`config.mk`:
```
export PLATFORM = sky130hd
export DESIGN_NAME = asa_core
export DESIGN_NICKNAME = d
export VERILOG_FILES = /design/src/rtl/asa_pkg.sv /design/src/rtl/asa_core.sv /design/src/rtl/asa_edge.sv /design/src/rtl/asa_sync.sv
export SDC_FILE = /design/constraint.sdc
export NUM_CORES = 1
export LEC_CHECK = 0
export BUFFER_PORTS_ARGS = -buffer_cell sky130_fd_sc_hd__buf_2
export CORE_MARGIN = 8
export CORE_UTILIZATION = 55
export CTS_CLUSTER_DIAMETER = 30
export DETAILED_ROUTE_END_ITERATION = 12
export GPL_TIMING_DRIVEN = 0
export PLACE_DENSITY = 0.73
export SYNTH_ARGS = -nofsm -noshare
export SYNTH_HDL_FRONTEND = slang
export SYNTH_SLANG_ARGS = --single-unit
```
`constraint.sdc`:
```
create_clock -name sys_clk -period 3.2 [get_ports sys_clk]
set_clock_uncertainty 0.1 [all_clocks]
set_input_delay 0.48 -clock sys_clk [delete_from_list [all_inputs] [get_ports sys_clk]]
set_output_delay 0.48 -clock sys_clk [all_outputs]
set_load 0.01 [all_outputs]
```
`src/rtl/asa_pkg.sv`:
```
// Purpose: shared constants for the async serial adapter core
// Assumes: single 100 MHz system clock, bus and serial pins synchronised inside
// Notes:   control and status bit positions, divider codes, frame codes
package asa_pkg;

  // control register fields
  localparam int CTL_DIV_LO     = 0;
  localparam int CTL_DIV_HI     = 1;
  localparam int CTL_FMT_LO     = 2;
  localparam int CTL_FMT_HI     = 4;
  localparam int CTL_TXC_LO     = 5;
  localparam int CTL_TXC_HI     = 6;
  localparam int CTL_RX_IRQ_EN  = 7;
  localparam logic [7:0] CTL_RESET_VAL = 8'h03;

  // divide select codes
  localparam logic [1:0] DIV_BY_1   = 2'h0;
  localparam logic [1:0] DIV_BY_16  = 2'h1;
  localparam logic [1:0] DIV_BY_64  = 2'h2;
  localparam logic [1:0] DIV_MRESET = 2'h3;

  // oversample ratios and start qualification counts
  localparam logic [6:0] RATIO_16    = 7'h10;
  localparam logic [6:0] RATIO_64    = 7'h40;
  localparam logic [6:0] START_Q_16  = 7'h08;
  localparam logic [6:0] START_Q_64  = 7'h20;

  // transmit control codes
  localparam logic [1:0] TXC_RTS_LO_NOIRQ = 2'h0;
  localparam logic [1:0] TXC_RTS_LO_IRQ   = 2'h1;
  localparam logic [1:0] TXC_RTS_HI_NOIRQ = 2'h2;
  localparam logic [1:0] TXC_BREAK        = 2'h3;

  // status register bits
  localparam int ST_RX_FULL  = 0;
  localparam int ST_TX_EMPTY = 1;
  localparam int ST_CARRIER  = 2;
  localparam int ST_CTS      = 3;
  localparam int ST_FRAME    = 4;
  localparam int ST_OVERRUN  = 5;
  localparam int ST_PARITY   = 6;
  localparam int ST_IRQ      = 7;

  typedef enum logic [1:0] {
    ASA_IDLE  = 2'h0,
    ASA_START = 2'h1,
    ASA_DATA  = 2'h3,
    ASA_STOP  = 2'h2
  } asa_phase_t;

endpackage : asa_pkg

```
`src/rtl/asa_core.sv`:
```
// Purpose: async serial adapter core, bus side registers plus tx and rx engines
// Assumes: bus and serial pins, tx and rx clocks are sampled through two flops
// Notes:   serial bit clocks are sampled, so each clock edge costs 3 sys_clk cycles latency
// Summary of operation
// - cts high forces tx empty low
// - carrier lost holds receiver reset, rx empty
// - carrier rising edge interrupts when enabled
// - data write on enable fall clears tx empty
// - holding moves to shifter, sets tx empty
// - complete char loads empty rx holding
// - data read clears rx full, keeps data
// - control bits 1:0 pick divider
// - master reset clears status, not control
// - control bits 4:2 pick frame format
// - format changes act immediately
// - control bits 6:5 drive rts, break, tx irq
// - control bit 7 enables rx irqs
// - select and direction pick register
// - status byte bit layout
// - carrier status latches until data read
// - framing error on missing first stop
// - overrun shows after earlier char read
// - parity error checks; none suppresses parity
// - irq status mirrors irq output
// - seven-bit modes strip bit 7
// - start, lsb first, parity, stops
// - start needs 1, 8 or 32 low samples
// - tx on falling, rx on rising clock
// - first master reset holds rts high
`timescale 1ns/10ps
module asa_core (
  // system
  input  wire logic       sys_clk,
  input  wire logic       rst_b,
  // processor bus
  input  wire logic       bus_en,
  input  wire logic       chip_sel,
  input  wire logic       register_pick,
  input  wire logic       rd_wr,
  input  wire logic [7:0] data_in,
  output logic      [7:0] data_out,
  output logic            data_oe,
  output logic            irq_b,
  // serial side
  input  wire logic       tx_clk,
  input  wire logic       rx_clk,
  input  wire logic       rx_data,
  output logic            tx_data,
  input  wire logic       cts_b,
  input  wire logic       carrier_lost,
  output logic            rts_b
);
  // synchronised pins
  logic en_s, cs_s, rp_s, rw_s, txc_s, rxc_s, rxd_s, cts_s, dcd_s;
  logic [7:0] din_s;
  logic en_fall, txc_fall, rxc_rise, dcd_rise;

  asa_sync u_s_en  (.sys_clk(sys_clk), .rst_b(rst_b), .pin_in(bus_en),        .pin_sync(en_s));
  asa_sync u_s_cs  (.sys_clk(sys_clk), .rst_b(rst_b), .pin_in(chip_sel),      .pin_sync(cs_s));
  asa_sync u_s_rp  (.sys_clk(sys_clk), .rst_b(rst_b), .pin_in(register_pick), .pin_sync(rp_s));
  asa_sync u_s_rw  (.sys_clk(sys_clk), .rst_b(rst_b), .pin_in(rd_wr),         .pin_sync(rw_s));
  asa_sync u_s_txc (.sys_clk(sys_clk), .rst_b(rst_b), .pin_in(tx_clk),        .pin_sync(txc_s));
  asa_sync u_s_rxc (.sys_clk(sys_clk), .rst_b(rst_b), .pin_in(rx_clk),        .pin_sync(rxc_s));
  asa_sync u_s_rxd (.sys_clk(sys_clk), .rst_b(rst_b), .pin_in(rx_data),       .pin_sync(rxd_s));
  asa_sync u_s_cts (.sys_clk(sys_clk), .rst_b(rst_b), .pin_in(cts_b),         .pin_sync(cts_s));
  asa_sync u_s_dcd (.sys_clk(sys_clk), .rst_b(rst_b), .pin_in(carrier_lost),  .pin_sync(dcd_s));

  genvar gi;
  generate
    for (gi = 0; gi < 8; gi++) begin : g_din
      asa_sync u_s_d (.sys_clk(sys_clk), .rst_b(rst_b), .pin_in(data_in[gi]),
                      .pin_sync(din_s[gi]));
    end
  endgenerate

  asa_edge u_e_en  (.sys_clk(sys_clk), .rst_b(rst_b), .lvl(en_s),  .rise(),         .fall(en_fall));
  asa_edge u_e_txc (.sys_clk(sys_clk), .rst_b(rst_b), .lvl(txc_s), .rise(),         .fall(txc_fall));
  asa_edge u_e_rxc (.sys_clk(sys_clk), .rst_b(rst_b), .lvl(rxc_s), .rise(rxc_rise), .fall());
  asa_edge u_e_dcd (.sys_clk(sys_clk), .rst_b(rst_b), .lvl(dcd_s), .rise(dcd_rise), .fall());

  typedef struct packed {
    logic [7:0]          ctl;
    logic                first_rst;
    logic [7:0]          thr;
    logic                thr_empty;
    asa_pkg::asa_phase_t tx_ph;
    logic [9:0]          tx_sh;
    logic [3:0]          tx_left;
    logic [6:0]          tx_div;
    logic [7:0]          rhr;
    logic                rhr_full;
    logic                fe;
    logic                pe;
    logic                ovr_pend;
    logic                ovr;
    logic                dcd_lat;
    logic                dcd_seen;
    asa_pkg::asa_phase_t rx_ph;
    logic [8:0]          rx_sh;
    logic [3:0]          rx_cnt;
    logic [6:0]          rx_div;
    logic [7:0]          dout;
    logic                oe;
    logic                irq_n;
    logic                rts_n;
    logic                txd;
  } asa_state_t;

  asa_state_t st_q;
  asa_state_t st_d;

  logic       mreset;
  logic [1:0] txc;
  logic [2:0] fmt;
  logic       fmt8, par_on, par_odd, two_stop;
  logic [6:0] ratio;
  logic       wr_acc, rd_acc;
  logic [7:0] status;
  logic       tx_empty_vis, irq_cond;
  logic       tx_tick, rx_tick, rx_mid;
  logic [3:0] nbits;
  logic       rx_bit;

  always_comb begin
    mreset   = (st_q.ctl[asa_pkg::CTL_DIV_HI:asa_pkg::CTL_DIV_LO] == asa_pkg::DIV_MRESET);
    txc      = st_q.ctl[asa_pkg::CTL_TXC_HI:asa_pkg::CTL_TXC_LO];
    fmt      = st_q.ctl[asa_pkg::CTL_FMT_HI:asa_pkg::CTL_FMT_LO];
    fmt8     = fmt[2];
    par_on   = !(fmt == 3'h4 || fmt == 3'h5);
    par_odd  = fmt[0];
    two_stop = (fmt == 3'h0 || fmt == 3'h1 || fmt == 3'h4);
    nbits    = fmt8 ? 4'h8 : 4'h7;
    unique case (st_q.ctl[asa_pkg::CTL_DIV_HI:asa_pkg::CTL_DIV_LO])
      asa_pkg::DIV_BY_16: ratio = asa_pkg::RATIO_16;
      asa_pkg::DIV_BY_64: ratio = asa_pkg::RATIO_64;
      default:            ratio = 7'h01;
    endcase
    // register decode, taken on enable fall
    wr_acc = en_fall && cs_s && !rw_s;
    rd_acc = en_fall && cs_s && rw_s;
    tx_empty_vis = st_q.thr_empty && !cts_s && !mreset;
    irq_cond = (tx_empty_vis && txc == asa_pkg::TXC_RTS_LO_IRQ)
             || (st_q.ctl[asa_pkg::CTL_RX_IRQ_EN]
                 && ((st_q.rhr_full && !dcd_s) || st_q.ovr || st_q.dcd_seen));
    status = '0;
    status[asa_pkg::ST_RX_FULL]  = st_q.rhr_full && !dcd_s;
    status[asa_pkg::ST_TX_EMPTY] = tx_empty_vis;
    status[asa_pkg::ST_CARRIER]  = st_q.dcd_lat || dcd_s;
    status[asa_pkg::ST_CTS]      = cts_s;
    status[asa_pkg::ST_FRAME]    = st_q.fe;
    status[asa_pkg::ST_OVERRUN]  = st_q.ovr;
    status[asa_pkg::ST_PARITY]   = st_q.pe;
    status[asa_pkg::ST_IRQ]      = !st_q.irq_n;
    // divide by one: every edge is a tick
    tx_tick = txc_fall && (st_q.tx_div == 7'h00);
    rx_tick = rxc_rise;
    rx_mid  = rx_tick && (st_q.rx_div == ratio - 7'h01);
    rx_bit  = rxd_s;

    st_d = st_q;
    st_d.oe = en_s && cs_s && rw_s;
    st_d.dout = rp_s ? st_q.rhr : status;

    if (wr_acc && !rp_s) begin
      st_d.ctl = din_s;
    end
    if (wr_acc && rp_s) begin
      // bit 7 ignored in seven-bit modes
      st_d.thr       = fmt8 ? din_s : {1'b0, din_s[6:0]};
      st_d.thr_empty = 1'b0;
    end
    // status read leaves the carrier latches unchanged
    if (rd_acc && !rp_s && st_q.dcd_lat) begin
      st_d.dcd_seen = st_q.dcd_seen;
    end
    if (rd_acc && rp_s) begin
      // read clears full, data kept
      // a pending overrun keeps full set until the overrun itself is read away
      st_d.rhr_full = st_q.ovr_pend && !st_q.ovr;
      st_d.ovr      = st_q.ovr_pend && !st_q.ovr;
      st_d.ovr_pend = 1'b0;
      if (st_q.ovr) begin
        st_d.rhr_full = 1'b0;
      end
      if (st_q.dcd_lat) begin
        st_d.dcd_lat  = 1'b0;
        st_d.dcd_seen = 1'b0;
      end
    end
    // carrier edge latches, set wins over clear
    if (dcd_rise) begin
      st_d.dcd_lat  = 1'b1;
      st_d.dcd_seen = 1'b1;
    end

    // transmitter
    if (tx_tick || (txc_fall && ratio != 7'h01)) begin
      st_d.tx_div = (st_q.tx_div == ratio - 7'h01) ? 7'h00 : st_q.tx_div + 7'h01;
    end
    if (tx_tick) begin
      unique case (st_q.tx_ph)
        asa_pkg::ASA_IDLE: begin
          st_d.txd = 1'b1;
          // idle load within one bit time
          if (!st_q.thr_empty && !st_d.thr_empty) begin
            st_d.thr_empty = 1'b1;
            st_d.tx_sh     = {1'b1, (par_odd ^ ~^st_q.thr[7:0]) ^ 1'b1, st_q.thr};
            if (!fmt8) begin
              st_d.tx_sh = {2'b11, par_odd ^ ~^st_q.thr[6:0] ^ 1'b1, st_q.thr[6:0]};
            end
            if (!par_on) begin
              st_d.tx_sh = {2'b11, st_q.thr};
            end
            st_d.tx_left = nbits + (par_on ? 4'h1 : 4'h0);
            st_d.txd     = 1'b0;
            st_d.tx_ph   = asa_pkg::ASA_DATA;
          end
        end
        asa_pkg::ASA_DATA: begin
          st_d.txd     = st_q.tx_sh[0];
          st_d.tx_sh   = {1'b1, st_q.tx_sh[9:1]};
          st_d.tx_left = st_q.tx_left - 4'h1;
          if (st_q.tx_left == 4'h1) begin
            st_d.tx_ph   = asa_pkg::ASA_STOP;
            st_d.tx_left = two_stop ? 4'h2 : 4'h1;
          end
        end
        asa_pkg::ASA_STOP: begin
          st_d.txd     = 1'b1;
          st_d.tx_left = st_q.tx_left - 4'h1;
          if (st_q.tx_left == 4'h1) begin
            st_d.tx_ph = asa_pkg::ASA_IDLE;
          end
        end
        default: st_d.tx_ph = asa_pkg::ASA_IDLE;
      endcase
    end
    if (txc == asa_pkg::TXC_BREAK) begin
      st_d.txd = 1'b0;
    end

    // receiver
    if (rx_tick) begin
      st_d.rx_div = (st_q.rx_div == ratio - 7'h01) ? 7'h00 : st_q.rx_div + 7'h01;
      unique case (st_q.rx_ph)
        asa_pkg::ASA_IDLE: begin
          st_d.rx_div = 7'h00;
          st_d.rx_cnt = 4'h0;
          if (!rx_bit) begin
            st_d.rx_div = st_q.rx_div + 7'h01;
            if (ratio == 7'h01) begin
              // divider must sit at zero so every edge is a bit centre
              st_d.rx_div = 7'h00;
              st_d.rx_ph  = asa_pkg::ASA_DATA;
            end else if (st_q.rx_div + 7'h01 == (ratio >> 1)) begin
              st_d.rx_div = 7'h00;
              st_d.rx_ph  = asa_pkg::ASA_DATA;
            end
          end
        end
        asa_pkg::ASA_DATA: begin
          if (rx_mid) begin
            st_d.rx_sh  = {rx_bit, st_q.rx_sh[8:1]};
            st_d.rx_cnt = st_q.rx_cnt + 4'h1;
            if (st_q.rx_cnt + 4'h1 == nbits + (par_on ? 4'h1 : 4'h0)) begin
              st_d.rx_ph = asa_pkg::ASA_STOP;
            end
          end
        end
        asa_pkg::ASA_STOP: begin
          if (rx_mid) begin
            st_d.rx_ph = asa_pkg::ASA_IDLE;
            if (!st_q.rhr_full) begin
              st_d.rhr_full = 1'b1;
              st_d.rhr = fmt8 ? (par_on ? st_q.rx_sh[7:0] : st_q.rx_sh[8:1])
                              : {1'b0, st_q.rx_sh[7:1]};
              st_d.fe = !rx_bit;
              // parity check, odd means odd ones
              st_d.pe = par_on && ((^st_q.rx_sh[8:0] ^ (fmt8 ? 1'b0 : st_q.rx_sh[0]))
                                   != par_odd);
            end else begin
              st_d.ovr_pend = 1'b1;
            end
          end
        end
        default: st_d.rx_ph = asa_pkg::ASA_IDLE;
      endcase
    end
    if (dcd_s) begin
      st_d.rx_ph  = asa_pkg::ASA_IDLE;
      st_d.rx_div = 7'h00;
    end

    if (mreset) begin
      st_d.thr_empty = 1'b1;
      st_d.rhr_full  = 1'b0;
      st_d.fe        = 1'b0;
      st_d.pe        = 1'b0;
      st_d.ovr       = 1'b0;
      st_d.ovr_pend  = 1'b0;
      st_d.dcd_lat   = 1'b0;
      st_d.dcd_seen  = 1'b0;
      st_d.tx_ph     = asa_pkg::ASA_IDLE;
      st_d.rx_ph     = asa_pkg::ASA_IDLE;
      st_d.tx_div    = 7'h00;
      st_d.rx_div    = 7'h00;
      st_d.txd       = 1'b1;
    end
    if (wr_acc && !rp_s && din_s[1:0] != asa_pkg::DIV_MRESET) begin
      st_d.first_rst = 1'b0;
    end
    // irq cleared by data access through source flags
    st_d.irq_n = mreset ? 1'b1 : !irq_cond;
    st_d.rts_n = (mreset && st_q.first_rst) ? 1'b1 : (txc == asa_pkg::TXC_RTS_HI_NOIRQ);
  end

  always_ff @(posedge sys_clk) begin
    if (!rst_b) begin
      st_q           <= '0;
      st_q.ctl       <= asa_pkg::CTL_RESET_VAL;
      st_q.first_rst <= 1'b1;
      st_q.thr_empty <= 1'b1;
      st_q.irq_n     <= 1'b1;
      st_q.rts_n     <= 1'b1;
      st_q.txd       <= 1'b1;
    end else begin
      st_q <= st_d;
    end
  end

  assign data_out = st_q.dout;
  assign data_oe  = st_q.oe;
  assign irq_b    = st_q.irq_n;
  assign rts_b    = st_q.rts_n;
  assign tx_data  = st_q.txd;

  property p_irq_mirror;
    @(posedge sys_clk) disable iff (!rst_b)
      (st_q.oe && !rp_s) |=> (st_q.dout[asa_pkg::ST_IRQ] == !$past(st_q.irq_n));
  endproperty
  a_irq_mirror: assert property (p_irq_mirror) else $error("irq status mismatch");

  property p_wr_clear;
    @(posedge sys_clk) disable iff (!rst_b)
      (wr_acc && rp_s && !mreset) |=> !st_q.thr_empty || tx_tick;
  endproperty
  a_wr_clear: assert property (p_wr_clear) else $error("tx empty not cleared");

  property p_mreset;
    @(posedge sys_clk) disable iff (!rst_b)
      mreset ##1 mreset |-> st_q.thr_empty && !st_q.ovr && !st_q.fe && !st_q.pe;
  endproperty
  a_mreset: assert property (p_mreset) else $error("master reset left flags");

  property p_irq_rst;
    @(posedge sys_clk) disable iff (!rst_b) mreset |=> st_q.irq_n;
  endproperty
  a_irq_rst: assert property (p_irq_rst) else $error("irq active in master reset");

  property p_break;
    @(posedge sys_clk) disable iff (!rst_b)
      (txc == asa_pkg::TXC_BREAK && !mreset) |=> !st_q.txd;
  endproperty
  a_break: assert property (p_break) else $error("break not on line");

  property p_dcd_idle;
    @(posedge sys_clk) disable iff (!rst_b) dcd_s |=> st_q.rx_ph == asa_pkg::ASA_IDLE;
  endproperty
  a_dcd_idle: assert property (p_dcd_idle) else $error("receiver active without carrier");

  property p_dcd_lat;
    @(posedge sys_clk) disable iff (!rst_b) (dcd_rise && !mreset) |=> st_q.dcd_lat;
  endproperty
  a_dcd_lat: assert property (p_dcd_lat) else $error("carrier loss not latched");

  // data read clears full, keeps data
  property p_rd_clear;
    @(posedge sys_clk) disable iff (!rst_b)
      (rd_acc && rp_s && !st_q.ovr && !st_q.ovr_pend && !rx_mid)
        |=> !st_q.rhr_full && $stable(st_q.rhr);
  endproperty
  a_rd_clear: assert property (p_rd_clear) else $error("read did not clear full");

endmodule : asa_core

```
`src/rtl/asa_edge.sv`:
```
// Purpose: edge detector on a synchronised level
// Assumes: input already synchronised to sys_clk
// Notes:   one-cycle pulses for rising and falling edges
`timescale 1ns/10ps
module asa_edge (
  // clock and reset
  input  wire logic sys_clk,
  input  wire logic rst_b,
  // level and edges
  input  wire logic lvl,
  output logic      rise,
  output logic      fall
);
  typedef struct packed {
    logic prev;
  } asa_edge_t;

  asa_edge_t st_q;
  asa_edge_t st_d;

  always_comb begin
    st_d      = st_q;
    st_d.prev = lvl;
  end

  always_ff @(posedge sys_clk) begin
    if (!rst_b) begin
      st_q <= '0;
    end else begin
      st_q <= st_d;
    end
  end

  assign rise = lvl & ~st_q.prev;
  assign fall = ~lvl & st_q.prev;
endmodule : asa_edge

```
`src/rtl/asa_sync.sv`:
```
// Purpose: two flip-flop synchroniser for one asynchronous pin
// Assumes: pin is unrelated to sys_clk
// Notes:   first stage is read only by the second
`timescale 1ns/10ps
module asa_sync (
  // clock and reset
  input  wire logic sys_clk,
  input  wire logic rst_b,
  // pin and synchronised level
  input  wire logic pin_in,
  output logic      pin_sync
);
  typedef struct packed {
    logic s1;
    logic s2;
  } asa_sync_t;

  asa_sync_t st_q;
  asa_sync_t st_d;

  always_comb begin
    st_d    = st_q;
    st_d.s1 = pin_in;
    st_d.s2 = st_q.s1;
  end

  always_ff @(posedge sys_clk) begin
    if (!rst_b) begin
      st_q <= '0;
    end else begin
      st_q <= st_d;
    end
  end

  assign pin_sync = st_q.s2;
endmodule : asa_sync

```
==> impl_metrics.py <==
metrics = {
    "outcome": {
        "outcome": "completed",
    },
    "grt": {
        "grt_pass1_vias": 4538,
        "grtUsageTotal_pct": 19.00,
        "antenna_found_initial": 0,
        "grt_overflow": 0,
        "grt_max_degree": 17,
        "grt_pass1_wl_mm": 21.76,
    },
    "hold_path": {
        "hold_depth": 2,
        "min-delay-start": "data_in[2]",
        "hold_end": "g_din[2].u_s_d.st_d[0]",
        "hold_class": "in -> reg",
    },
    "sta": {
        "maxSlewViolCount": 0,
        "setup_violations": 0,
        "relSlewSlack_pct": 41.95,
        "worst_slew_pin_slew_ns": 0.8634,
        "fmax_mhz": 342.6,
        "tns_ns": 0,
        "period_share_pct": 91.23,
        "fin_ws_ns": 0.2808,
        "finalHoldViolCount": 0,
        "rsz0062_at_grt": "no",
        "period_needed_ns": 2.919,
    },
    "critical_path": {
        "rr_startpoint": "st_q[82]",
        "reg2reg_depth": 9,
        "path_class": "reg -> reg",
        "cp_data_required_time_ns": 3.53,
        "cp_num_buf_inv": 3,
        "slowest_delay_ns": 0.46,
        "start_kind": "flip-flop",
        "cp-startpoint": "st_q[82]",
        "cp_max_fo": 10,
        "cp_top_family": "simple AND/OR/NAND/NOR gates",
        "slowest_stage": "clkbuf_1",
        "cp_cell_sequence": "inv_1, ha_1, buf_4, or4b_1, a21o_1, nor4_1, clkbuf_1, nand3_1, o211a_1",
        "crit_arrival_ns": 3.24,
        "rr_endpoint": "st_q[47]",
        "reg2reg_slack_ns": 0.28,
        "end_kind": "flip-flop",
    },
    "finish": {
        "diodes": 0,
        "drive_gt1_share_pct": 10.78,
        "area_delta_synth_final_pct": 16.20,
        "fillCellCount": 853,
        "seq_area_um2": 2562,
        "multi_input_area_um2": 2897,
        "final_common_cell": "dfxtp_1",
        "final_cell_mix": "128 x dfxtp_1, 67 x nand2_1, 40 x and2_1",
        "final_nets": 720,
    },
    "logic_synthesis": {
        "synth_edf_count": 0,
        "synth-seq-cells": 128,
        "ys_seq_area_share_pct": 44.82,
        "netlist_instances": 635,
        "synth_ff_type": "dfxtp_1",
        "synth_nets": 671,
        "synth_top_cell_area_share_pct": 44.82,
        "yosys.area.top_type": "dfxtp_1",
        "synth_area_um2": 5717,
        "synth.distinct_cells": 57,
        "synth-async-reset-ratio_pct": 0,
        "avgSynthCellArea_um2": 9.003,
        "yosys-top-cells-area": "dfxtp_1 45%, nand2_1 4.4%, and2_1 4.4%",
        "ys_warn_count": 0,
    },
    "detailed_routing": {
        "drtPass1Iterations": 5,
        "wl_per_cell_um": 15.50,
        "ant_nets": 0,
        "wl_mm": 12.90,
        "initialDrtViolationCount": 246,
        "drc": 0,
        "vias_per_cell": 5.531,
        "vias": 4602,
    },
    "floorplan": {
        "floorplan.die_area_um2": 13910,
        "ios": 31,
        "core_area_um2": 10230,
        "initial_core_util_pct": 55.88,
        "die_x_um": 118.0,
        "rows": 37,
        "die_h_um": 118.0,
    },
    "clock_network": {
        "hold_buffers": 0,
        "numCtsBuffers": 17,
        "post_cts_resized": 0,
        "cts-htree-levels": 4,
        "cts_sinks": 128,
        "clkTransAtPathRegs_ns": 0.06,
        "cts_tree": "built",
        "clk_latency_ns": 0.53,
        "post_cts_buffers": 0,
        "cts_buffer_depth": 2,
        "cts_root_buf": "clkbuf_8",
    },
    "placed_design": {
        "dp_slack_ns": 0.3339,
        "port_buffers": 30,
        "routabilityCongestion": 0.8823,
        "dp_hpwl_mm": 9.095,
    },
    "power": {
        "peakVddDrop_v": 0.0004337,
        "swShare_pct": 21.17,
        "power.leakage_nw": 2.741,
        "p_seq_share_pct": 44.0,
        "power.switching_uw": 783.5,
        "p_per_area_nw_per_um2": 557.1,
        "power_frac_clock_pct": 53.8,
        "combPwrFrac_pct": 2.2,
        "total_power_mw": 3.701,
        "p_int_mw": 2.917,
    },
    "run": {
        "maxCapViolCount": 0,
    },
}
[layer usage]
metal	track usage, %	up-vias	share of wire (%)
met2	30.30	133	46
met3	4.844	24	5.3
met4	8.086	0	2.2
li1	-	2267	-
met1	23.84	2178	47
met5	0	-	0
[per-stage QoR]
stage	utilization, %	hold WS, ns	instances	area, um2
finish	64.93	0.05602	832	6643
detailed placement	59.01	0.3184	801	6037
global placement	59.01	0.3158	801	6037
floorplan	-	0.3119	635	5717
global route	64.93	0.05637	832	6643
CTS	64.93	0.04592	832	6643
[worst max-delay path by stage]
stage / end / depth (start not counted)
CTS: st_q[47] / 9
global route: st_q[47] / 9
detailed placement: st_q[47] / 9
floorplan: st_q[21] / 11
finish: st_q[47] / 9
global placement: st_q[47] / 9
[registers in the layout (all words and copies together) (netlist names), 3 cells and up]
signal and cells:
st_q 75, data_out 8, g_din.u_s_d.pin_sync 8, g_din.u_s_d.st_d 8, fmt 3
[worst register-to-register path, delay by kind of cell (launching register included)]
kind / cells / cell delay [ns]
and+or+nand+nor: 3 / 1.00
buffers and inverters: 3 / 0.70
DFF: 1 / 0.35
adders and majority gates: 1 / 0.28
AOI/OAI and AO/OA: 2 / 0.40
[logic make-up after synthesis]
logic type	Yosys count	share of synthesized area (%)
fa+ha+maj	17	3.721
flops	128	44.82
buf+inv	57	4.508
mux	25	4.399
xor+xnor	33	5.559
compound gates	107	12.63
simple gates	268	24.36
[power by group through the flow]
| stage | Sequential [mW] | Combinational (mW) | Clock, mW |
|---|---|---|---|
| final | 1.63 | 0.0815 | 1.99 |
| after detailed placement | 1.66 | 0.0816 | 0 |
| after global routing | 1.63 | 0.0913 | 2.07 |
| after CTS | 1.63 | 0.0821 | 2.00 |
| after global placement | 1.66 | 0.0804 | 0 |
| after floorplan | 1.66 | 0.0520 | 0 |
[Yosys cell counts, types with 2 or more instances]
cell and n:
dfxtp_1 128, nand2_1 67, and2_1 40, nor2_1 39, nor2b_1 32, nand3_1 31
clkbuf_1 26, a21oi_1 25, o21ai_0 25, mux2i_1 24, xnor2_1 22, inv_1 18
ha_1 17, o211a_1 16, nor3b_1 12, nor3_1 11, nand2b_1 10, buf_4 9
xor2_1 9, a21boi_0 8, nand4_1 8, o211ai_1 5, or3_1 4, a31oi_1 3
and3_1 3, nor4_1 3, a211oi_1 2, a21boi_1 2, a21o_1 2, a22oi_1 2
buf_2 2, nand3b_1 2, o21a_1 2, o21ai_1 2, o22ai_1 2
[layout make-up]
| cell class | count | share of cell area [%] |
|---|---|---|
| well taps | 136 | 2.562 |
| plain buffers | 39 | 2.863 |
| inverters | 18 | 1.017 |
| clock inverters | 13 | 2.825 |
| repair buffers | 30 | 2.260 |
| clock buffers | 18 | 6.291 |
| multi-input cells | 450 | 43.61 |
| flip-flops and latches | 128 | 38.58 |
Note: power is estimated with default switching activity, not from simulation.
